===== src/design/fqs_pkg.sv =====
// fqs_pkg: opcodes, register fields, address masks and timing counts
// assumes a 10 MHz core clock; every cycle count derives from CLK_NS
package fqs_pkg;
    // core clock and typical suspend timings
    localparam int unsigned CLK_NS   = 100;
    localparam int unsigned T_SUS_US = 100;
    localparam int unsigned T_SS_US  = 80;
    localparam int unsigned SUS_CYC  = (T_SUS_US * 1000 + CLK_NS - 1) / CLK_NS;
    localparam int unsigned SS_CYC   = (T_SS_US * 1000 + CLK_NS - 1) / CLK_NS;
    localparam logic [9:0]  SUS_LD   = 10'(SUS_CYC);
    localparam logic [9:0]  SS_LD    = 10'(SS_CYC);
    // opcodes handled here
    localparam logic [7:0] OP_WRITE_ENABLE_CMD   = 8'h06;
    localparam logic [7:0] OP_WRITE_DISABLE_CMD   = 8'h04;
    localparam logic [7:0] OP_STATUS_READ_CMD   = 8'h05;
    localparam logic [7:0] OP_STATUS_WRITE_CMD   = 8'h01;
    localparam logic [7:0] OP_FUNCTION_REG_READ_CMD   = 8'h48;
    localparam logic [7:0] OP_FUNCTION_REG_WRITE_CMD   = 8'h42;
    localparam logic [7:0] OP_QEN    = 8'h35;
    localparam logic [7:0] OP_QEX    = 8'hf5;
    localparam logic [7:0] OP_SUS_A  = 8'h75;
    localparam logic [7:0] OP_SUS_B  = 8'hb0;
    localparam logic [7:0] OP_RSM_A  = 8'h7a;
    localparam logic [7:0] OP_RSM_B  = 8'h30;
    localparam logic [7:0] OP_PP     = 8'h02;
    localparam logic [7:0] OP_PPQ    = 8'h32;
    localparam logic [7:0] OP_SE_A   = 8'h20;
    localparam logic [7:0] OP_SE_B   = 8'hd7;
    localparam logic [7:0] OP_BE32   = 8'h52;
    localparam logic [7:0] OP_BE64   = 8'hd8;
    localparam logic [7:0] OP_CE_A   = 8'hc7;
    localparam logic [7:0] OP_CE_B   = 8'h60;
    localparam logic [7:0] OP_RD     = 8'h03;
    localparam logic [7:0] OP_FRD    = 8'h0b;
    localparam logic [7:0] OP_RD_DO  = 8'h3b;
    localparam logic [7:0] OP_RD_QO  = 8'h6b;
    localparam logic [7:0] OP_RD_DIO = 8'hbb;
    localparam logic [7:0] OP_RD_QIO = 8'heb;
    // opcodes still taken while an operation is suspended
    localparam logic [7:0] SUSP_OK [33] = '{OP_RD, 8'h13, OP_FRD, 8'h0c, OP_RD_DIO,
        8'hbc, OP_RD_DO, 8'h3c, OP_RD_QIO, 8'hec, OP_RD_QO, 8'h6c, 8'h0d, 8'h0e,
        8'hbd, 8'hbe, 8'hed, 8'hee, OP_WRITE_ENABLE_CMD, OP_WRITE_DISABLE_CMD, OP_STATUS_READ_CMD, OP_FUNCTION_REG_READ_CMD, 8'h16,
        8'hc8, 8'h61, 8'h81, 8'hab, 8'h9f, 8'h90, 8'haf, 8'h4b, 8'h5a, 8'h82};
    // writable status bits and one-time function bits
    localparam logic [7:0]  SR_WMASK   = 8'hfc;
    localparam logic [7:0]  FR_OTP     = 8'hf2;
    localparam logic [3:0]  SR_BP_ZERO = 4'h0;
    localparam int unsigned SR_BP_LO   = 2;
    // address bits that name a page, sector or block
    localparam logic [23:0] M_PAGE  = 24'hffff00;
    localparam logic [23:0] M_SECT  = 24'hfff000;
    localparam logic [23:0] M_BLK32 = 24'hff8000;
    localparam logic [23:0] M_BLK64 = 24'hff0000;
    // engine states, gray along idle-run-suspend
    typedef enum logic [1:0] {
        ENG_IDLE = 2'b00,
        ENG_RUN  = 2'b01,
        ENG_SUSP = 2'b11
    } fqs_eng_type;
    typedef enum logic [2:0] {
        K_PROG  = 3'h0,
        K_SECT  = 3'h1,
        K_BLK32 = 3'h2,
        K_BLK64 = 3'h3,
        K_CHIP  = 3'h4
    } fqs_kind_type;
    // start request handed to the array engine
    typedef struct packed {
        fqs_kind_type kind;
        logic [23:0]  addr;
    } fqs_req_type;
endpackage


===== src/design/fqs_cmd.sv =====
// fqs_cmd: command interpreter of a serial flash, SPI and QPI framing
// assumes host pins arrive asynchronously and an array engine outside
// What this block does
// RL1: write disable clears the write enable latch
// RL2: status read works while operations run
// RL3: status write loads protect, lock, quad bits
// RL4: status write needs the latch set first
// RL5: function read shifts out function register
// RL6: function write sets reset-disable and row locks
// RL7: those function bits never return to zero; reset, which models power-up, clears them
// RL8: after quad enter, all phases four bits wide
// RL9: quad exit is one two-clock nibble cycle
// RL10: suspend and resume work in both modes
// RL11: function bit 2 program, 3 erase suspended
// RL12: suspend latency 100us, resume-to-suspend 80us
// RL13: suspend ignored during whole-chip erase
// RL14: erase suspended: no status write, erase, region read
// RL15: program suspended: no status write, program, page read
// RL16: after suspend, busy until settled; host polls
// RL17: entering suspend clears the write enable latch
// RL18: resume restarts operation, clears suspend flag
// RL19: quad cycle is two nibbles, high first
// RL20: host waits resume-to-suspend delay before suspend
// RL21: reads, latch, register and id opcodes taken suspended
// RL22: suspend and resume framed by chip select
// RL23: write enable sets the write enable latch
// RL24: busy bit high while operation runs
// RL25: other opcodes ignored while suspended
`timescale 1ns/100ps
module fqs_cmd
    import fqs_pkg::*;
(
    input  wire logic         clk,           // 10 MHz core clock
    input  wire logic         rst_b,         // async reset
    input  wire logic         sck,           // host serial clock
    input  wire logic         cs_b,          // host chip select
    input  wire logic [3:0]   io_in,         // data pins as received
    output logic [3:0]        io_out,        // data pins driven
    output logic [3:0]        io_oe,         // high while a pin is driven
    input  wire logic         op_done,       // array operation finished
    output logic              array_go,      // start program or erase
    output fqs_req_type       array_req,     // kind and address of start
    output logic              array_suspend, // pause running operation
    output logic              array_resume,  // continue paused operation
    output logic              read_go,       // array read may proceed
    output logic [23:0]       read_addr,     // address of that read
    output logic              read_blocked,  // read hit suspended area
    output logic              qpi_mode,      // four-bit command mode
    output logic [7:0]        stat_reg,      // status byte
    output logic [7:0]        func_reg       // function byte
);
    function automatic logic susp_ok(input logic [7:0] op);
        logic hit;
        hit = 1'b0;
        for (int i = 0; i < $size(SUSP_OK); i++) begin
            if (SUSP_OK[i] == op) hit = 1'b1;
        end
        return hit;
    endfunction
    function automatic logic is_sus(input logic [7:0] op);
        return op == OP_SUS_A || op == OP_SUS_B;
    endfunction
    function automatic logic is_rsm(input logic [7:0] op);
        return op == OP_RSM_A || op == OP_RSM_B;
    endfunction
    function automatic logic is_aread(input logic [7:0] op);
        return op inside {OP_RD, OP_FRD, OP_RD_DO, OP_RD_QO, OP_RD_DIO, OP_RD_QIO};
    endfunction
    function automatic logic is_pe(input logic [7:0] op);
        return op inside {OP_PP, OP_PPQ, OP_SE_A, OP_SE_B, OP_BE32, OP_BE64};
    endfunction
    function automatic fqs_kind_type kind_of(input logic [7:0] op);
        fqs_kind_type k;
        if (op == OP_PP || op == OP_PPQ) k = K_PROG;
        else if (op == OP_BE32) k = K_BLK32;
        else if (op == OP_BE64) k = K_BLK64;
        else if (op == OP_CE_A || op == OP_CE_B) k = K_CHIP;
        else k = K_SECT;
        return k;
    endfunction
    // area that a suspended operation keeps unreadable
    function automatic logic in_region(input fqs_kind_type k, input logic [23:0] a,
                                       input logic [23:0] b);
        logic [23:0] m;
        unique case (k)
            K_PROG:  m = M_PAGE;
            K_SECT:  m = M_SECT;
            K_BLK32: m = M_BLK32;
            K_BLK64: m = M_BLK64;
            default: m = 24'h000000;
        endcase
        return ((a ^ b) & m) == 24'h000000;
    endfunction

    logic [5:0]   sync1;
    logic [5:0]   sync2;
    logic         sck_d;
    logic         cs_d;
    logic         rise;
    logic         fall;
    logic         f_start;
    logic         f_end;
    logic [5:0]   cnt;
    logic [5:0]   next_cnt;
    logic [31:0]  sh;
    logic [31:0]  next_sh;
    logic [7:0]   opc;
    logic [7:0]   next_opc;
    logic [7:0]   dat;
    logic [7:0]   next_dat;
    logic [23:0]  addr;
    logic [23:0]  next_addr;
    logic         addr_ev;
    fqs_eng_type  eng;
    fqs_eng_type  next_eng;
    fqs_kind_type kind;
    fqs_kind_type next_kind;
    logic [23:0]  oaddr;
    logic [23:0]  next_oaddr;
    logic         write_enable_latch;
    logic         next_wel;
    logic         op_in_progress_flag;
    logic         next_wip;
    logic         program_suspended_flag;
    logic         next_program_suspended_flag;
    logic         erase_suspended_flag;
    logic         next_erase_suspended_flag;
    logic [7:0]   sr;
    logic [7:0]   next_sr;
    logic [7:0]   otp;
    logic [7:0]   next_otp;
    logic         next_qpi;
    logic [9:0]   settle;
    logic [9:0]   next_settle;
    logic [9:0]   ssc;
    logic [9:0]   next_ssc;
    logic         ok;
    fqs_req_type  next_req;
    logic         next_go;
    logic         next_susp;
    logic         next_rsm;
    logic         next_rgo;
    logic         next_rblk;
    logic [23:0]  next_raddr;
    logic [2:0]   ptr;
    logic [2:0]   next_ptr;
    logic [3:0]   next_io;
    logic [3:0]   next_oe;
    logic         rd_on;
    logic [7:0]   rbyte;

    // two stages on every pin; only edges of the second stage are used
    always_ff @(posedge clk or negedge rst_b) begin
        if (!rst_b) begin
            sync1 <= 6'h10;
            sync2 <= 6'h10;
            sck_d <= 1'b0;
            cs_d  <= 1'b1;
        end else begin
            sync1 <= {sck, cs_b, io_in};
            sync2 <= sync1;
            sck_d <= sync2[5];
            cs_d  <= sync2[4];
        end
    end
    assign rise    = sync2[5] & ~sck_d & ~sync2[4];
    assign fall    = ~sync2[5] & sck_d & ~sync2[4];
    assign f_start = ~sync2[4] & cs_d;
    assign f_end   = sync2[4] & ~cs_d;   // see RL22

    // receiver: opcode, data byte and address, msb first
    always_comb begin
        logic [2:0] w;
        logic [6:0] sum;
        w         = 3'd1;
        sum       = 7'h00;
        next_cnt  = cnt;
        next_sh   = sh;
        next_opc  = opc;
        next_dat  = dat;
        next_addr = addr;
        addr_ev   = 1'b0;
        if (qpi_mode) w = 3'd4;   // see RL8
        else if (cnt >= 6'd8 && opc == OP_RD_DIO) w = 3'd2;
        else if (cnt >= 6'd8 && opc == OP_RD_QIO) w = 3'd4;
        if (f_start) begin
            next_cnt = 6'h00;
        end else if (rise) begin
            unique case (w)
                3'd4:    next_sh = {sh[27:0], sync2[3:0]};   // see RL19
                3'd2:    next_sh = {sh[29:0], sync2[1:0]};
                default: next_sh = {sh[30:0], sync2[0]};
            endcase
            sum      = {1'b0, cnt} + {4'h0, w};
            next_cnt = sum[6] ? 6'h3f : sum[5:0];
            if (cnt < 6'd8 && next_cnt == 6'd8) next_opc = next_sh[7:0];
            if (cnt < 6'd16 && next_cnt == 6'd16) next_dat = next_sh[7:0];
            if (cnt < 6'd32 && next_cnt == 6'd32) begin
                next_addr = next_sh[23:0];
                addr_ev   = 1'b1;
            end
        end
    end
    always_ff @(posedge clk or negedge rst_b) begin
        if (!rst_b) begin
            cnt  <= 6'h00;
            sh   <= 32'h00000000;
            opc  <= 8'h00;
            dat  <= 8'h00;
            addr <= 24'h000000;
        end else begin
            cnt  <= next_cnt;
            sh   <= next_sh;
            opc  <= next_opc;
            dat  <= next_dat;
            addr <= next_addr;
        end
    end

    // command execution at the end of each frame, plus the engine
    always_comb begin
        next_eng    = eng;
        next_kind   = kind;
        next_oaddr  = oaddr;
        next_wel    = write_enable_latch;
        next_sr     = sr;
        next_otp    = otp;
        next_qpi    = qpi_mode;
        next_settle = settle;
        next_ssc    = ssc;
        next_req    = array_req;
        next_go     = 1'b0;
        next_susp   = 1'b0;
        next_rsm    = 1'b0;
        next_rgo    = 1'b0;
        next_rblk   = 1'b0;
        next_raddr  = read_addr;
        ok          = settle == 10'h000;   // see RL16
        if (settle != 10'h000) next_settle = settle - 10'd1;
        if (ssc != 10'h000) next_ssc = ssc - 10'd1;   // see RL20
        if (op_done && eng == ENG_RUN) begin
            next_eng = ENG_IDLE;
            next_wel = 1'b0;
        end
        // reads during a run are dropped; suspended ones are checked
        if (addr_ev && ok && is_aread(opc) && eng != ENG_RUN) begin
            next_raddr = next_addr;
            if (eng == ENG_SUSP && in_region(kind, next_addr, oaddr))
                next_rblk = 1'b1;   // see RL14 see RL15
            else
                next_rgo = 1'b1;   // see RL21
        end
        if (f_end && ok) begin
            if (eng == ENG_SUSP && !susp_ok(opc) && !is_rsm(opc)) begin
                next_eng = eng;   // see RL25
            end else if (cnt == 6'd8 && opc == OP_WRITE_DISABLE_CMD) begin
                next_wel = 1'b0;   // see RL1
            end else if (cnt == 6'd8 && opc == OP_WRITE_ENABLE_CMD) begin
                next_wel = 1'b1;   // see RL23
            end else if (cnt >= 6'd16 && opc == OP_STATUS_WRITE_CMD && write_enable_latch && eng == ENG_IDLE) begin
                next_sr  = dat & SR_WMASK;   // see RL3 see RL4 see RL14 see RL15
                next_wel = 1'b0;
            end else if (cnt >= 6'd16 && opc == OP_FUNCTION_REG_WRITE_CMD && write_enable_latch && eng == ENG_IDLE) begin
                next_otp = otp | (dat & FR_OTP);   // see RL6 see RL7
                next_wel = 1'b0;
            end else if (cnt == 6'd8 && opc == OP_QEN && !qpi_mode) begin
                next_qpi = 1'b1;   // see RL8
            end else if (cnt == 6'd8 && opc == OP_QEX && qpi_mode) begin
                next_qpi = 1'b0;   // see RL9
            end else if (cnt == 6'd8 && is_sus(opc) && eng == ENG_RUN && !op_done
                         && kind != K_CHIP && ssc == 10'h000) begin
                next_eng    = ENG_SUSP;   // see RL10 see RL13
                next_settle = SUS_LD;   // see RL12
                next_wel    = 1'b0;   // see RL17
                next_susp   = 1'b1;
            end else if (cnt == 6'd8 && is_rsm(opc) && eng == ENG_SUSP) begin
                next_eng = ENG_RUN;   // see RL18
                next_ssc = SS_LD;   // see RL12
                next_rsm = 1'b1;
            end else if (write_enable_latch && eng == ENG_IDLE && ((cnt >= 6'd32 && is_pe(opc))
                         || (cnt == 6'd8 && kind_of(opc) == K_CHIP && !is_pe(opc)
                         && sr[SR_BP_LO +: 4] == SR_BP_ZERO))) begin
                next_eng   = ENG_RUN;
                next_kind  = kind_of(opc);
                next_oaddr = addr;
                next_req   = '{kind: kind_of(opc), addr: addr};
                next_go    = 1'b1;
            end
        end
        next_wip  = next_eng == ENG_RUN || next_settle != 10'h000;   // see RL24
        next_program_suspended_flag = next_eng == ENG_SUSP && next_kind == K_PROG;   // see RL11
        next_erase_suspended_flag = next_eng == ENG_SUSP && next_kind != K_PROG;
    end
    // reset models power-up: latch, mode and all bits clear
    always_ff @(posedge clk or negedge rst_b) begin
        if (!rst_b) begin
            eng           <= ENG_IDLE;
            kind          <= K_PROG;
            oaddr         <= 24'h000000;
            write_enable_latch           <= 1'b0;
            op_in_progress_flag           <= 1'b0;
            program_suspended_flag          <= 1'b0;
            erase_suspended_flag          <= 1'b0;
            sr            <= 8'h00;
            otp           <= 8'h00;
            qpi_mode      <= 1'b0;
            settle        <= 10'h000;
            ssc           <= 10'h000;
            array_req     <= '{kind: K_PROG, addr: 24'h000000};
            array_go      <= 1'b0;
            array_suspend <= 1'b0;
            array_resume  <= 1'b0;
            read_go       <= 1'b0;
            read_blocked  <= 1'b0;
            read_addr     <= 24'h000000;
        end else begin
            eng           <= next_eng;
            kind          <= next_kind;
            oaddr         <= next_oaddr;
            write_enable_latch           <= next_wel;
            op_in_progress_flag           <= next_wip;
            program_suspended_flag          <= next_program_suspended_flag;
            erase_suspended_flag          <= next_erase_suspended_flag;
            sr            <= next_sr;
            otp           <= next_otp;
            qpi_mode      <= next_qpi;
            settle        <= next_settle;
            ssc           <= next_ssc;
            array_req     <= next_req;
            array_go      <= next_go;
            array_suspend <= next_susp;
            array_resume  <= next_rsm;
            read_go       <= next_rgo;
            read_blocked  <= next_rblk;
            read_addr     <= next_raddr;
        end
    end
    assign stat_reg = {sr[7:2], write_enable_latch, op_in_progress_flag};
    assign func_reg = {otp[7:4], erase_suspended_flag, program_suspended_flag, otp[1], 1'b0};

    // read-back of status or function byte on falling sck, repeating
    assign rd_on = cnt >= 6'd8 && (opc == OP_STATUS_READ_CMD || (opc == OP_FUNCTION_REG_READ_CMD && ok));   // see RL2
    assign rbyte = opc == OP_STATUS_READ_CMD ? stat_reg : func_reg;   // see RL5
    always_comb begin
        next_ptr = ptr;
        next_io  = io_out;
        next_oe  = io_oe;
        if (sync2[4] || f_start) begin
            next_ptr = 3'd7;
            next_oe  = 4'h0;
        end else if (fall && rd_on) begin
            if (qpi_mode) begin
                next_io  = ptr[2] ? rbyte[7:4] : rbyte[3:0];
                next_oe  = 4'hf;
                next_ptr = ptr - 3'd4;
            end else begin
                next_io  = {2'b00, rbyte[ptr], 1'b0};
                next_oe  = 4'h2;
                next_ptr = ptr - 3'd1;
            end
        end
    end
    always_ff @(posedge clk or negedge rst_b) begin
        if (!rst_b) begin
            ptr    <= 3'd7;
            io_out <= 4'h0;
            io_oe  <= 4'h0;
        end else begin
            ptr    <= next_ptr;
            io_out <= next_io;
            io_oe  <= next_oe;
        end
    end
endmodule


===== config.mk =====
export PLATFORM = sky130hd
export DESIGN_NAME = fqs_cmd
export DESIGN_NICKNAME = d
export VERILOG_FILES = /design/src/design/fqs_pkg.sv /design/src/design/fqs_cmd.sv
export SDC_FILE = /design/constraint.sdc
export NUM_CORES = 1
export LEC_CHECK = 0
export ABC_AREA = 1
export BUFFER_PORTS_ARGS = -buffer_cell sky130_fd_sc_hd__buf_2
export CORE_MARGIN = 2
export CORE_UTILIZATION = 35
export CTS_CLUSTER_DIAMETER = 80
export CTS_CLUSTER_SIZE = 8
export DETAILED_ROUTE_END_ITERATION = 10
export PLACE_DENSITY = 0.48
export SLEW_MARGIN = 10
export SYNTH_ARGS = -nofsm -noshare
export SYNTH_HDL_FRONTEND = slang
export SYNTH_SLANG_ARGS = --single-unit

===== constraint.sdc =====
create_clock -name clk -period 5.7 [get_ports clk]
set_input_delay 1.14 -clock clk [delete_from_list [all_inputs] [get_ports clk]]
set_output_delay 1.14 -clock clk [all_outputs]
set_load 0.005 [all_outputs]

# Word level (Yosys, flattened, before mapping)
# Cells that the tools add are included.
totals:
  elab_cells: 386
  in_bits: 9
  reg_bits: 194
classes:
  reduce_logical: 80
  n_bitwise: 24
  n_eq_ne: 75
  n_lt_le_gt_ge: 7
  add_sub_neg: 5
  muxes: 164
ops:
  columns: ["cell", "count"]
  rows:
  - ["10-bit two-way mux", 21]
  - ["8-bit equality test (first input constant)", 15]
  - ["24-bit two-way mux", 4]
  - ["24-bit case mux with 4 select lines", 1]
  - ["3-bit two-way mux", 31]
  - ["1-bit two-way mux", 84]
  - ["8-bit by 7-bit equality test with 1-bit output (second input constant)", 7]
  - ["8-bit equality test (second input constant)", 7]
  - ["7-bit by 8-bit equality test with 1-bit output (first input constant)", 6]
  - ["24-bit case mux with 2 select lines", 1]
  - ["1-bit logical AND", 43]
  - ["8-bit by 6-bit equality test with 1-bit output (second input constant)", 5]
  - ["4-bit by 8-bit equality test with 1-bit output (first input constant)", 4]
  - ["10-bit nonzero test", 3]
  - ["24-bit bitwise AND", 1]
  - ["3-bit by 8-bit equality test with 1-bit output (first input constant)", 3]
  - ["8-bit by 3-bit equality test with 1-bit output (second input constant)", 3]
  - ["24-bit zero test", 1]
  - ["2-bit two-way mux", 12]
  - ["24-bit bitwise XOR", 1]
  - ["10-bit zero test", 2]
  - ["4-bit two-way mux", 5]
  - ["10-bit by 1-bit subtractor with 10-bit output (second input constant)", 2]
  - ["6-bit two-way mux", 3]
  - ["other kinds (45)", 90]

# Logic depth before layout (Yosys ltp)
# Gate-level depths: netlist of run 1.
logic_depth:
  word_depth: 59
  depth_mapped: 31

# Worst setup path before layout of run 1
# No wires, ideal clock.
synth_path:
  path_kind: "register -> register"
  from: "reg cnt[5]"
  to: "reg read_addr[1]"
  n_path_buf: 4
  required_time_ns: 5.561
  slack_ns: 2.314
  t_arrival_ns: 3.247
  setup_ns: 0.139
  synth_period_minus_slack_ns: 3.386
  stages_incl_launch_ff: 27
  path_cell_list: "dfrtp_1 > nor2_2 > nand2_2 > inv_2 > nor2_4 > nand2_2 > nand2_4 > inv_4 > buf_6 > ha_1 > inv_1 > fa_1 > inv_1 > nand2_1 > nand2_2 > nand2_1 > nand2_1 > inv_1 > nor2_2 > nand3_1 > nor2_4 > buf_4 > nand4_2 > buf_2 > buf_2 > nand2_1 > o21ai_0"
synth_via:
  elab_chain_cells: 15
  elab_cells_between_ends: 23
  classes_between: "1 x add/sub; 2 x order compare; 3 x eq/ne; 11 x mux; 6 x reduce/logical"
synth_rtl:
  columns: ["element", "line", "source"]
  rows:
  - ["start: declaration", "fqs_cmd.sv:103", "logic [5:0] cnt;"]
  - ["start signal: assignment", "fqs_cmd.sv:212", "cnt <= next_cnt;"]
  - ["6-bit by 4-bit greater-or-equal comparator with 1-bit output", "fqs_cmd.sv:184, fqs_cmd.sv:185", null]
  - ["1-bit logical AND", "fqs_cmd.sv:185", "else if (cnt >= 6'd8 && opc == OP_RD_QIO) w = 3'd4;"]
  - ["3-bit two-way mux", "fqs_cmd.sv:185", null]
  - ["3-bit two-way mux", "fqs_cmd.sv:184", "else if (cnt >= 6'd8 && opc == OP_RD_DIO) w = 3'd2;"]
  - ["3-bit two-way mux", "fqs_cmd.sv:183", "if (qpi_mode) w = 3'd4;"]
  - ["6-bit by 3-bit adder with 7-bit output", "fqs_cmd.sv:194", "sum = {1'b0, cnt} + {4'h0, w};"]
  - ["6-bit two-way mux", "fqs_cmd.sv:195", "next_cnt = sum[6] ? 6'h3f : sum[5:0];"]
  - ["6-bit equality test", "fqs_cmd.sv:198", "if (cnt < 6'd32 && next_cnt == 6'd32) begin"]
  - ["1-bit logical AND", "fqs_cmd.sv:198", null]
  - ["1-bit two-way mux", "fqs_cmd.sv:198", null]
  - ["1-bit two-way mux", "fqs_cmd.sv:188", "end else if (rise) begin"]
  - ["1-bit two-way mux", "fqs_cmd.sv:186", "if (f_start) begin"]
  - ["1-bit logical AND (3 in a row)", "fqs_cmd.sv:246", "if (addr_ev && ok && is_aread(opc) && eng != ENG_RUN) begin"]
  - ["end signal: assignment", "fqs_cmd.sv:335", "read_addr <= next_raddr;"]
  - ["end: declaration", "fqs_cmd.sv:46", "output logic [23:0] read_addr,"]
# Several ways; a longest one is shown, not always the timed one.
# A chain may end at the register's enable or synchronous reset.

# Final worst setup path of run 1
layout_path:
  from: "reg cnt[5]"
  to: "reg read_blocked"
layout_via:
  elab_chain_cells: 18
  elab_cells_between_ends: 29
  classes_between: "1 x add/sub; 2 x order compare; 3 x eq/ne; 13 x mux; 2 x bitwise; 8 x reduce/logical"
layout_rtl:
  columns: ["element", "line", "source"]
  rows:
  - ["6-bit by 4-bit greater-or-equal comparator with 1-bit output", "fqs_cmd.sv:184, fqs_cmd.sv:185", null]
  - ["1-bit logical AND", "fqs_cmd.sv:185", null]
  - ["3-bit two-way mux", "fqs_cmd.sv:185", null]
  - ["3-bit two-way mux", "fqs_cmd.sv:184", null]
  - ["3-bit two-way mux", "fqs_cmd.sv:183", null]
  - ["6-bit by 3-bit adder with 7-bit output", "fqs_cmd.sv:194", null]
  - ["6-bit two-way mux", "fqs_cmd.sv:195", null]
  - ["6-bit equality test", "fqs_cmd.sv:198", null]
  - ["(+3 left out)", null, null]
  - ["24-bit two-way mux", "fqs_cmd.sv:186", null]
  - ["24-bit bitwise XOR", "fqs_cmd.sv:92", "return ((a ^ b) & m) == 24'h000000;"]
  - ["24-bit bitwise AND", "fqs_cmd.sv:92", null]
  - ["24-bit zero test", "fqs_cmd.sv:92", null]
  - ["1-bit logical AND", "fqs_cmd.sv:248", "if (eng == ENG_SUSP && in_region(kind, next_addr, oaddr))"]
  - ["1-bit two-way mux", "fqs_cmd.sv:248", null]
  - ["1-bit two-way mux *", "fqs_cmd.sv:246", null]
  - ["named net next_rblk", "fqs_cmd.sv:143", "logic next_rblk;"]
  - ["end signal: assignment", "fqs_cmd.sv:334", "read_blocked <= next_rblk;"]
  - ["end: declaration", "fqs_cmd.sv:47", "output logic read_blocked,"]
# Mark *: on every way through the listed nets, which the timed path passes. The rest lies on a longest branch.

==> results of run 1 <==
kinds of logic (layout without fill, tap and decap cells):
logic type      count (synthesis)  in the layout  share of synthesized area
simple gates                  582            582                      0.275
compound gates                203            203                      0.118
buf+inv                       203            293                     0.0900
flops                         188            188                      0.495
xor+xnor                        9              9                    0.00828
fa+ha+maj                       7              7                    0.00998
mux                             3              3                    0.00342
other cells                     1              1                   0.000394
synthesized netlist by cell type, types with 3 or more instances:
| cell | count | area [µm²] |
|---|---|---|
| nand2_1 | 318 | 1190 |
| dfrtp_1 | 182 | 4550 |
| inv_1 | 151 | 567 |
| o21ai_0 | 129 | 646 |
| nor2_1 | 87 | 327 |
| nand3_1 | 80 | 400 |
| a21oi_1 | 34 | 170 |
| nand4_1 | 20 | 125 |
| nor3_1 | 19 | 95.1 |
| nand2_2 | 14 | 87.6 |
| nor2_2 | 13 | 81.3 |
| clkbuf_1 | 12 | 45.0 |
| inv_2 | 11 | 41.3 |
| o21ai_2 | 10 | 87.6 |
| buf_2 | 9 | 45.0 |
| buf_4 | 9 | 67.6 |
| o21bai_1 | 8 | 60.1 |
| xor2_1 | 8 | 70.1 |
| nor2_4 | 7 | 78.8 |
| buf_6 | 6 | 67.6 |
| dfstp_2 | 6 | 158 |
| ha_1 | 6 | 75.1 |
| o22ai_1 | 6 | 37.5 |
| nand3_2 | 5 | 50.1 |
| nand2_4 | 3 | 33.8 |
| nor4_1 | 3 | 18.8 |
metal layers:
| layer | share of wire | GRT usage | wire length, µm |
|---|---|---|---|
| met1 | 0.51 | 0.269 | 12800 |
| met2 | 0.44 | 0.282 | 11100 |
| met3 | 0.040 | 0.0318 | 1020 |
| met4 | 0.011 | 0.0442 | 286 |
| met5 | 0 | 0 | 0 |
stage by stage:
stage | power (mW) | utilization | instance area (µm²) | std cells | setup WS [ns]
floorplan | 1.42 | - | 9520 | 1196 | 2.31
global placement | 1.48 | 0.382 | 10200 | 1595 | 1.50
detailed placement | 1.48 | 0.382 | 10200 | 1595 | 1.34
CTS | 2.72 | 0.404 | 10800 | 1627 | 1.33
global route | 2.80 | 0.404 | 10800 | 1627 | 0.901
finish | 2.68 | 0.404 | 10800 | 1627 | 1.37
critical path, delay by kind of cell, from the launching register on:
kind | cells | cell delay (ns)
adder cells (fa/ha/maj) | 2 | 0.63
buffers and inverters | 5 | 0.58
flip-flops | 1 | 0.45
AND/OR/NAND/NOR | 22 | 2.60
state kept, by name (all words and copies together) (netlist names), 2 cells and up:
| name | cells |
|---|---|
| addr | 24 |
| ptr | 3 |
| dat | 7 |
| ssc | 10 |
| io_out | 4 |
| oaddr | 24 |
| sh | 23 |
| sr | 6 |
| io_oe | 2 |
| eng | 2 |
| array_req | 3 |
| otp | 5 |
| sync2 | 6 |
| sync1 | 6 |
| kind | 3 |
| settle | 10 |
| read_addr | 24 |
| opc | 8 |
| cnt | 6 |
final cells by class:
class	instances	area (µm²)
Clock buffer	18	429
Clock inverter	14	171
Fill cell	2795	16000
Inverter	166	628
Multi-Input combinational cell	805	3960
Sequential cell	188	4710
Tap cell	341	427
Timing Repair Buffer	95	502
worst max path at each step:
stage	startpoint	end	slack, ns	depth (start not counted)
global route	cnt[5]	read_blocked	0.90	29
global placement	cnt[5]	read_blocked	1.50	29
detailed placement	cnt[5]	read_blocked	1.34	29
finish	cnt[5]	read_blocked	1.37	29
CTS	cnt[5]	read_blocked	1.33	29
floorplan	cnt[5]	read_addr[1]	2.31	26
report_power, final:
part	total, mW	internal [mW]	switching (mW)
Clock	1.23	0.631	0.598
Sequential	1.36	1.35	0.00958
Combinational	0.0954	0.0194	0.0759
cell usage in the layout, fill, tap and decap left out, types with 3 or more instances in the layout:
cell and n:
a21oi_1 34, buf_2 87, buf_4 7, clkbuf_16 17, clkinv_4 5, dfrtp_1 182
dfstp_2 6, ha_1 6, inv_1 151, inv_2 11, inv_8 5, nand2_1 318
nand2_2 14, nand2_4 3, nand3_1 80, nand3_2 5, nand4_1 20, nor2_1 87
nor2_2 13, nor2_4 7, nor3_1 18, nor4_1 3, o21ai_0 129, o21ai_2 10
o21bai_1 8, o22ai_1 6, xor2_1 8
==> results.txt, run 1 <==
----------------------------------------------------
[Run status]
  Result of the run ... completed

[STA]
  Highest Clock Rate ... around 230 MHz
  Worst Clk Skew ... between 0.015 and 0.02 ns
  RSZ-0062 raised after global routing ... no
  Clock period minus final worst setup slack ... 4.33 ns
  Final number of hold-violating endpoints ... 0
  Total Neg Setup Slack ... 0 ns
  Setup violators final ... 0
  Worst hold slack ... 0.345 ns
  Post-route clock period utilization ... 0.759
  Relative max-transition margin ... 0.391
  Worst Tran Pin Value ... 0.913 ns
  Slew Viols, Final ... 0

[Route]
  Drt pass-1 iters ... 5
  Wire per inst ... 15.5 µm
  Total wire length ... 25.3 mm
  Starting DRT DRC Count ... 619
  Antenna violation net count after detailed routing ... 0
  Via total after detailed routing ... approximately 8000
  Vias per inst ... 4.91
  Number of DRC violations after detailed routing ... 0

[Logic synthesis]
  Number of warnings reported in the yosys synthesis log ... 0
  Post-Synthesis Cell Area ... 9520 µm²
  Average cell area after synthesis ... 7.96 µm²
  Dominant register cell in the synthesized netlist ... dfrtp_1
  Number of distinct standard cells referenced by the synthesized netlist ... 57
  Post-synth EDFFs ... 0
  #FFs+latches synth ... between 150 and 200
  Share of synthesized registers carrying an async set or reset ... 1.00
  Post-synthesis instance total ... ~1200
  Part of the Yosys area used for sequential elements ... 0.495
  Synthesized Nets ... roughly 1200

[Setup path]
  Register-to-Register Path Depth ... 29
  Worst r2r src ... cnt[5]
  Critical Path Fanout Max ... 19
  Worst Path Arrival ... 4.70 ns
  Path type of the worst setup path ... flip-flop to flip-flop
  CP required ... ~6.1 ns
  Slowest cell delay on critical path ... roughly 0.45 ns
  Critical Path Start Type ... flip-flop
  End of the worst register-to-register path ... read_blocked
  Worst path most repeated cell ... nand2_1
  Critical-path top delay cell ... dfrtp_1
  Critical path capture point type ... flip-flop
  Internal reg-to-reg setup slack ... around 1.4 ns

[Place]
  Port Buffers ... roughly 90
  Final estimated routing congestion in global placement ... between 0.8 and 0.9
  Detailed Place HPWL ... around 19 mm

[Clocking]
  Maximum root-to-sink buffer count ... 2
  CTS clock-pin slew for the worst setup and hold paths ... 0.08 ns
  Post-CTS setup buffer count ... 0
  Sink count of the clock tree ... 188
  CTS tree ... yes
  Clock Root Buffer ... clkbuf_16
  Number of buffers created by CTS ... 17
  Clock latency of the later-clocked register in the worst-skew pair ... approximately 0.44 ns
  # H-tree levels ... 4
  Post-CTS Hold Fix Bufs ... 0
  # resized after CTS ... 0

[Flow run]
  MaxCap Viol Count ... 0

[GRT]
  Final global-route overflow total ... 0
  All-layer global routing usage ... 0.184
  Initial antenna violation count ... 0
  Wire length of the first global-routing pass ... between 40 and 50 mm
  Via count of the first global-routing pass ... 7622
  Largest net degree at the start of global routing ... 81

[Final layout]
  Post-layout net count ... roughly 1300
  Antenna diode count ... 0
  Area Growth Syn to Fin ... 13.7%
  Share of final-layout standard cells stronger than drive strength 1 ... 0.161

[Hold path]
  Endpoint of the worst hold path ... sync2[0]
  Worst min-delay path startpoint ... sync1[0]
  Class of the most critical hold timing path ... flip-flop to flip-flop
  Min-Delay Path Depth ... 0

[Power]
  Leakage dissipation ... 5.58 nW
  Worst supply voltage drop on vdd ... between 0.15 and 0.2 mV
  Pwr dens ... 248 nW/µm²

[Floorplan]
  Ports ... 90
  Overall die width ... 169 µm
  DIE HEIGHT ... 169 µm
  Area of the die ... 28500 µm²
  Initial Util ... 0.355
  Placeable core region ... 26800 µm²
  Cell row count ... 60

----------------------------------------------------
No activity file was read; power rests on OpenSTA's default activity.
==> run 2, diff against run 1 <==
clock period = 4.05 ns   (was 5.7 ns; I/O delays follow)
==> results.txt, run 2 (synthesized netlist as in run 1, its figures left out) <==
----------------------------------------------------
[Run status]
  Result of the run ... completed (unchanged)

[STA]
  Worst Tran Pin Value ... 0.796 ns (was 0.913 ns)
  Total Neg Setup Slack ... 0 ns (unchanged)
  Relative max-transition margin ... 0.469 (was 0.391)
  RSZ-0062 raised after global routing ... no (unchanged)
  Setup violators final ... 0 (unchanged)
  Post-route clock period utilization ... 0.902 (was 0.759)
  Clock period minus final worst setup slack ... 3.65 ns (was 4.33 ns)
  Highest Clock Rate ... 274 MHz (was 231 MHz)
  Worst Clk Skew ... 0.0207 ns (was 0.0168 ns)
  Slew Viols, Final ... 0 (unchanged)
  Final number of hold-violating endpoints ... 0 (unchanged)

[Setup path]
  Critical Path Start Type ... flip-flop (unchanged)
  Family of cells with the greatest summed delay on the critical path ... simple AND/OR/NAND/NOR gates (unchanged)
  CP required ... 4.42 ns (was 6.07 ns)
  Critical Path Fanout Max ... 13 (was 19)
  Critical path buffer and inverter count ... 7 (was 5)
  Slowest cell delay on critical path ... 0.45 ns (about the same)
  Critical path capture point type ... flip-flop (unchanged)
  Critical-path top delay cell ... dfrtp_1 (unchanged)
  Path type of the worst setup path ... flip-flop to flip-flop (unchanged)
  Internal reg-to-reg setup slack ... 0.40 ns (was 1.37 ns)
  Worst path most repeated cell ... nand2_1 (unchanged)
  Worst Path Arrival ... 4.02 ns (was 4.70 ns)

[Final layout]
  Largest registers ... addr x24, oaddr x24, read_addr x24 (unchanged)
  Layout filler cell count ... 2822 (was 2795)
  Post-layout net count ... 1301 (was 1289)
  Most common cell after layout, fill and taps aside ... nand2_1 (unchanged)
  Share of final-layout standard cells stronger than drive strength 1 ... 0.168 (was 0.161)
  Antenna diode count ... 0 (unchanged)
  Area Growth Syn to Fin ... 15.0% (was 13.7%)
  Seq. cell area ... 4710 µm² (unchanged)
  Number of cells in the finished layout apart from fillers ... 1639 (was 1627)
  Most frequent cells in the layout ... 318 x nand2_1, 182 x dfrtp_1, 151 x inv_1, 129 x o21ai_0 (unchanged)
  Area used by multi-input combinational logic ... 3960 µm² (unchanged)

[GRT]
  Most utilized layer in the global route result ... met2 (unchanged)
  Largest net degree at the start of global routing ... 82 (was 81)
  Via count of the first global-routing pass ... 7794 (was 7622)
  Met2 track utilization from global routing ... 0.287 (was 0.282)
  Met3 Resource Use GR ... 0.0274 (was 0.0318)
  Initial antenna violation count ... 0 (unchanged)
  Met1 Use GR ... 0.273 (was 0.269)
  All-layer global routing usage ... 0.186 (was 0.184)
  Final global-route overflow total ... 0 (unchanged)
  Wire length of the first global-routing pass ... 41.9 mm (was 41.4 mm)

[Clocking]
  Clock latency of the later-clocked register in the worst-skew pair ... 0.45 ns (was 0.44 ns)
  Post-CTS Hold Fix Bufs ... 0 (unchanged)
  Maximum root-to-sink buffer count ... 2 (unchanged)
  CTS clock-pin slew for the worst setup and hold paths ... 0.08 ns (about the same)
  Sink count of the clock tree ... 188 (unchanged)
  CTS tree ... yes (unchanged)
  # H-tree levels ... 4 (unchanged)
  Clock Root Buffer ... clkbuf_16 (unchanged)
  Number of buffers created by CTS ... 17 (unchanged)

[Floorplan]
  DIE HEIGHT ... 169 µm (unchanged)
  Area of the die ... 28500 µm² (unchanged)
  Cell row count ... 60 (unchanged)
  Overall die width ... 169 µm (unchanged)
  Ports ... 90 (unchanged)
  Initial Util ... 0.355 (unchanged)
  Placeable core region ... 26800 µm² (unchanged)

[Place]
  Port Buffers ... 88 (unchanged)
  Final estimated routing congestion in global placement ... 0.934 (was 0.892)
  Number of cells in the design after placement ... 1605 (was 1595)
  Detailed Place HPWL ... 18.9 mm (was 18.6 mm)

[Route]
  Total wire length ... 25.4 mm (was 25.3 mm)
  Starting DRT DRC Count ... 616 (was 619)
  Via total after detailed routing ... 7938 (was 7993)
  Drt pass-1 iters ... 5 (unchanged)
  Wire per inst ... 15.5 µm (about the same)
  Vias per inst ... 4.84 (was 4.91)
  Antenna violation net count after detailed routing ... 0 (unchanged)
  Number of DRC violations after detailed routing ... 0 (unchanged)

[Flow run]
  MaxCap Viol Count ... 0 (unchanged)

[Power]
  Pwr dens ... 341 nW/µm² (was 248 nW/µm²)
  Worst supply voltage drop on vdd ... 0.189 mV (was 0.158 mV)
  Leakage dissipation ... 5.66 nW (was 5.58 nW)

[Hold path]
  Class of the most critical hold timing path ... flip-flop to flip-flop (unchanged)

----------------------------------------------------
==> run 2: changes by cell type in the layout (fill, tap and decap cells not counted), moves of 3 or more <==
cell      change
buf_4         +9
clkinv_4      -4
inv_6         +4
buf_12        +3
==> run 2: what timing repair did <==
| action | 4_1_cts | 5_1_grt |
|---|---|---|
| gates resized for setup | 0 | 1 |
| buffers inserted | 0 | 2 |
| setup endpoints to repair | 0 | 2 |
==> run 2: metrics by stage <==
step                      utilization  power (mW)  setup WS (ns)  cell area (µm²)  hold WS, ns
after floorplan                     -        2.00          0.664             9520        0.331
after global placement          0.385        2.09          0.280            10300        0.334
after detailed placement        0.385        2.09          0.237            10300        0.335
after CTS                       0.407        3.79          0.205            10900        0.352
after global routing            0.408        3.89         0.0163            10900        0.361
final                           0.408        3.74          0.398            10900        0.350
==> run 2: per-layer routing <==
metal,routed length (µm),share of wire
met1,12800,0.50
met4,292,0.012
met5,0,0
met3,966,0.038
met2,11300,0.45
==> run 2: power breakdown <==
group | total (mW) | internal, mW | switching, mW
clock | 1.69 | 0.839 | 0.851
sequential | 1.91 | 1.90 | 0.0126
combinational | 0.136 | 0.0292 | 0.107
==> run 2: path summary, 6_finish.rpt <==
path                                from      endpoint  depth (start not counted)
worst max-delay path              cnt[5]  read_blocked                         31
worst min-delay path            sync1[1]      sync2[1]                          0
worst max register to register    cnt[5]  read_blocked                         31
worst min register to register  sync1[1]      sync2[1]                          0
max in group asynchronous          rst_b      sync1[1]                          2
min in group asynchronous          rst_b      io_oe[1]                          1
==> run 2: layout make-up <==
class,count,area share
Multi-Input combinational cell,805,0.362
Clock inverter,14,0.0149
Clock buffer,18,0.0392
Sequential cell,188,0.430
Timing Repair Buffer,107,0.0575
Tap cell,341,0.0390
Inverter,166,0.0574
==> run 3, diff against run 2 <==
RECOVER_POWER = 100   (was not set)
==> results.txt, run 3 (synthesized netlist as in run 1, its figures left out) <==
----------------------------------------------------
[Setup path]
  Critical path capture point type ... flip-flop (unchanged)
  CP required ... 4.42 ns (about the same)
  Critical Path Fanout Max ... 13 (unchanged)
  Critical-path top delay cell ... dfrtp_1 (unchanged)
  Worst r2r src ... opc[7] (was cnt[5])
  Critical Path Start Type ... flip-flop (unchanged)
  Worst path most repeated cell ... nand2_1 (unchanged)
  Worst Path Arrival ... 4.04 ns (was 4.02 ns)
  Path type of the worst setup path ... flip-flop to flip-flop (unchanged)
  Critical Path Start ... opc[7] (was cnt[5])
  Slowest cell delay on critical path ... 0.45 ns (about the same)

[Floorplan]
  DIE HEIGHT ... 169 µm (unchanged)
  Overall die width ... 169 µm (unchanged)
  Ports ... 90 (unchanged)
  Initial Util ... 0.355 (unchanged)
  Cell row count ... 60 (unchanged)
  Area of the die ... 28500 µm² (unchanged)
  Placeable core region ... 26800 µm² (unchanged)

[Power]
  Leakage dissipation ... 5.44 nW (was 5.66 nW)
  Power dissipated by switching net loads ... 973 µW (was 971 µW)
  Pwr dens ... 347 nW/µm² (was 341 nW/µm²)
  Design Power ... 3.74 mW (about the same)
  Internal Power ... 2.76 mW (about the same)
  Switching part of the total power ... 0.261 (was 0.260)
  Combinational Power Share ... 0.035 (was 0.037)
  Share of total power in the clock network ... 0.454 (was 0.452)
  Worst supply voltage drop on vdd ... 0.190 mV (was 0.189 mV)
  Sequential share of power ... 0.511 (about the same)

[Clocking]
  CTS tree ... yes (unchanged)
  Clock Root Buffer ... clkbuf_16 (unchanged)
  Maximum root-to-sink buffer count ... 2 (unchanged)
  Post-CTS Hold Fix Bufs ... 0 (unchanged)
  CTS clock-pin slew for the worst setup and hold paths ... 0.08 ns (about the same)
  Sink count of the clock tree ... 188 (unchanged)
  # H-tree levels ... 4 (unchanged)
  Number of buffers created by CTS ... 17 (unchanged)
  Clock latency of the later-clocked register in the worst-skew pair ... 0.45 ns (about the same)

[Route]
  Starting DRT DRC Count ... 560 (was 616)
  Via total after detailed routing ... 7955 (was 7938)
  Number of DRC violations after detailed routing ... 0 (unchanged)
  Met3 layer wire length in the routed design ... 758 µm (was 966 µm)
  Vias per inst ... 4.85 (was 4.84)
  Wire per inst ... 15.5 µm (about the same)
  Total wire length ... 25.4 mm (about the same)
  Highest routed metal layer ... met4 (unchanged)
  Drt pass-1 iters ... 5 (unchanged)
  Total routed wire length on the met1 layer ... 13.1 mm (was 12.8 mm)
  Routed length on met2 ... 11.3 mm (about the same)
  Antenna violation net count after detailed routing ... 0 (unchanged)

[GRT]
  Final global-route overflow total ... 0 (unchanged)
  Via count of the first global-routing pass ... 7794 (unchanged)
  Initial antenna violation count ... 0 (unchanged)
  Largest net degree at the start of global routing ... 82 (unchanged)
  Wire length of the first global-routing pass ... 41.9 mm (unchanged)
  All-layer global routing usage ... 0.186 (unchanged)

[Final layout]
  Area Growth Syn to Fin ... 13.2% (was 15.0%)
  Final Core Density ... 0.402 (was 0.408)
  Most frequent cells in the layout ... 322 x nand2_1, 182 x dfrtp_1, 155 x inv_1, 136 x o21ai_0, 92 x nor2_1 (was 318 x nand2_1, 182 x dfrtp_1, 151 x inv_1, 129 x o21ai_0)
  Largest registers ... addr x24, oaddr x24, read_addr x24 (unchanged)
  Most common cell after layout, fill and taps aside ... nand2_1 (unchanged)
  Share of final-layout standard cells stronger than drive strength 1 ... 0.118 (was 0.168)
  Antenna diode count ... 0 (unchanged)
  Post-layout net count ... 1301 (unchanged)

[STA]
  Worst Tran Pin Value ... 1.99 ns (was 0.796 ns)
  Total Neg Setup Slack ... 0 ns (unchanged)
  Final number of hold-violating endpoints ... 0 (unchanged)
  Worst Clk Skew ... 0.0233 ns (was 0.0207 ns)
  Worst hold slack ... 0.350 ns (about the same)
  Slew Viols, Final ... 82 (was 0)
  Setup violators final ... 0 (unchanged)
  Post-route clock period utilization ... 0.905 (was 0.902)
  Relative max-transition margin ... -0.327 (was 0.469)
  Highest Clock Rate ... 273 MHz (was 274 MHz)
  RSZ-0062 raised after global routing ... no (unchanged)
  Clock period minus final worst setup slack ... 3.67 ns (was 3.65 ns)

[Place]
  Detailed Place HPWL ... 18.9 mm (unchanged)
  Port Buffers ... 88 (unchanged)
  Final estimated routing congestion in global placement ... 0.934 (unchanged)

[Run status]
  Result of the run ... complete, but fails checks (was completed)
  Violated checks ... max-capacitance violations, max-slew violations

[Flow run]
  MaxCap Viol Count ... 1 (was 0)

[Hold path]
  Worst min-delay path startpoint ... sync1[1] (unchanged)
  Class of the most critical hold timing path ... flip-flop to flip-flop (unchanged)

----------------------------------------------------
-- run 3: changes by cell type in the layout (fill, tap and decap cells not counted), sizes merged --
cell	change
buf	-41
clkbuf	+41
-- run 3: cell type report --
| cell class | instances | area (µm²) |
|---|---|---|
| Clock buffer | 18 | 429 |
| Clock inverter | 14 | 163 |
| Timing Repair Buffer | 107 | 544 |
| Tap cell | 341 | 427 |
| Fill cell | 2853 | 16000 |
| Multi-Input combinational cell | 805 | 3870 |
| Inverter | 166 | 628 |
| Sequential cell | 188 | 4710 |
-- run 3: metrics by stage --
stage	setup slack (ns)	cell area, µm²	cells
2_1_floorplan	0.664	9520	1196
4_1_cts	0.205	10900	1637
5_1_grt	0.00728	10800	1639
6_report	0.384	10800	1639
3_5_place_dp	0.237	10300	1605
3_3_place_gp	0.280	10300	1605
-- run 3: worst paths after layout --
| check | end | slack [ns] | cells past startpoint |
|---|---|---|---|
| worst min register to register | sync2[1] | 0.35 | 0 |
| worst min-delay path | sync2[1] | 0.35 | 0 |
| min in group asynchronous | io_oe[1] | 0.93 | 1 |
| worst max-delay path | read_blocked | 0.38 | 30 |
| max in group asynchronous | opc[2] | 0.76 | 2 |
| worst max register to register | read_blocked | 0.38 | 30 |
-- run 3: repair_timing --
item,in CTS,in global routing
setup endpoints to repair,0,2
gates resized for setup,0,1
buffers inserted,0,2
-- run 3: metal layers --
layer  track usage  vias up
li1              -     4020
met3        0.0274       19
met4        0.0484        0
met1         0.273     3759
met5             0        -
met2         0.287      157
-- run 3: power by group through the flow --
stage / registers (mW) / logic, mW / clock network (mW)
6_report: 1.91 / 0.131 / 1.69
5_1_grt: 1.91 / 0.152 / 1.83
4_1_cts: 1.91 / 0.139 / 1.74
3_5_place_dp: 1.95 / 0.139 / 0
3_3_place_gp: 1.95 / 0.140 / 0
2_1_floorplan: 1.94 / 0.0555 / 0
-- run 3: critical path, delay by kind of cell (launching register included) --
kind                     cells  cell delay [ns]
AO/OA/AOI/OAI                1             0.17
adder cells (fa/ha/maj)      2             0.39
buffers and inverters        6             0.48
flip-flops                   1             0.45
AND/OR/NAND/NOR             21             2.11
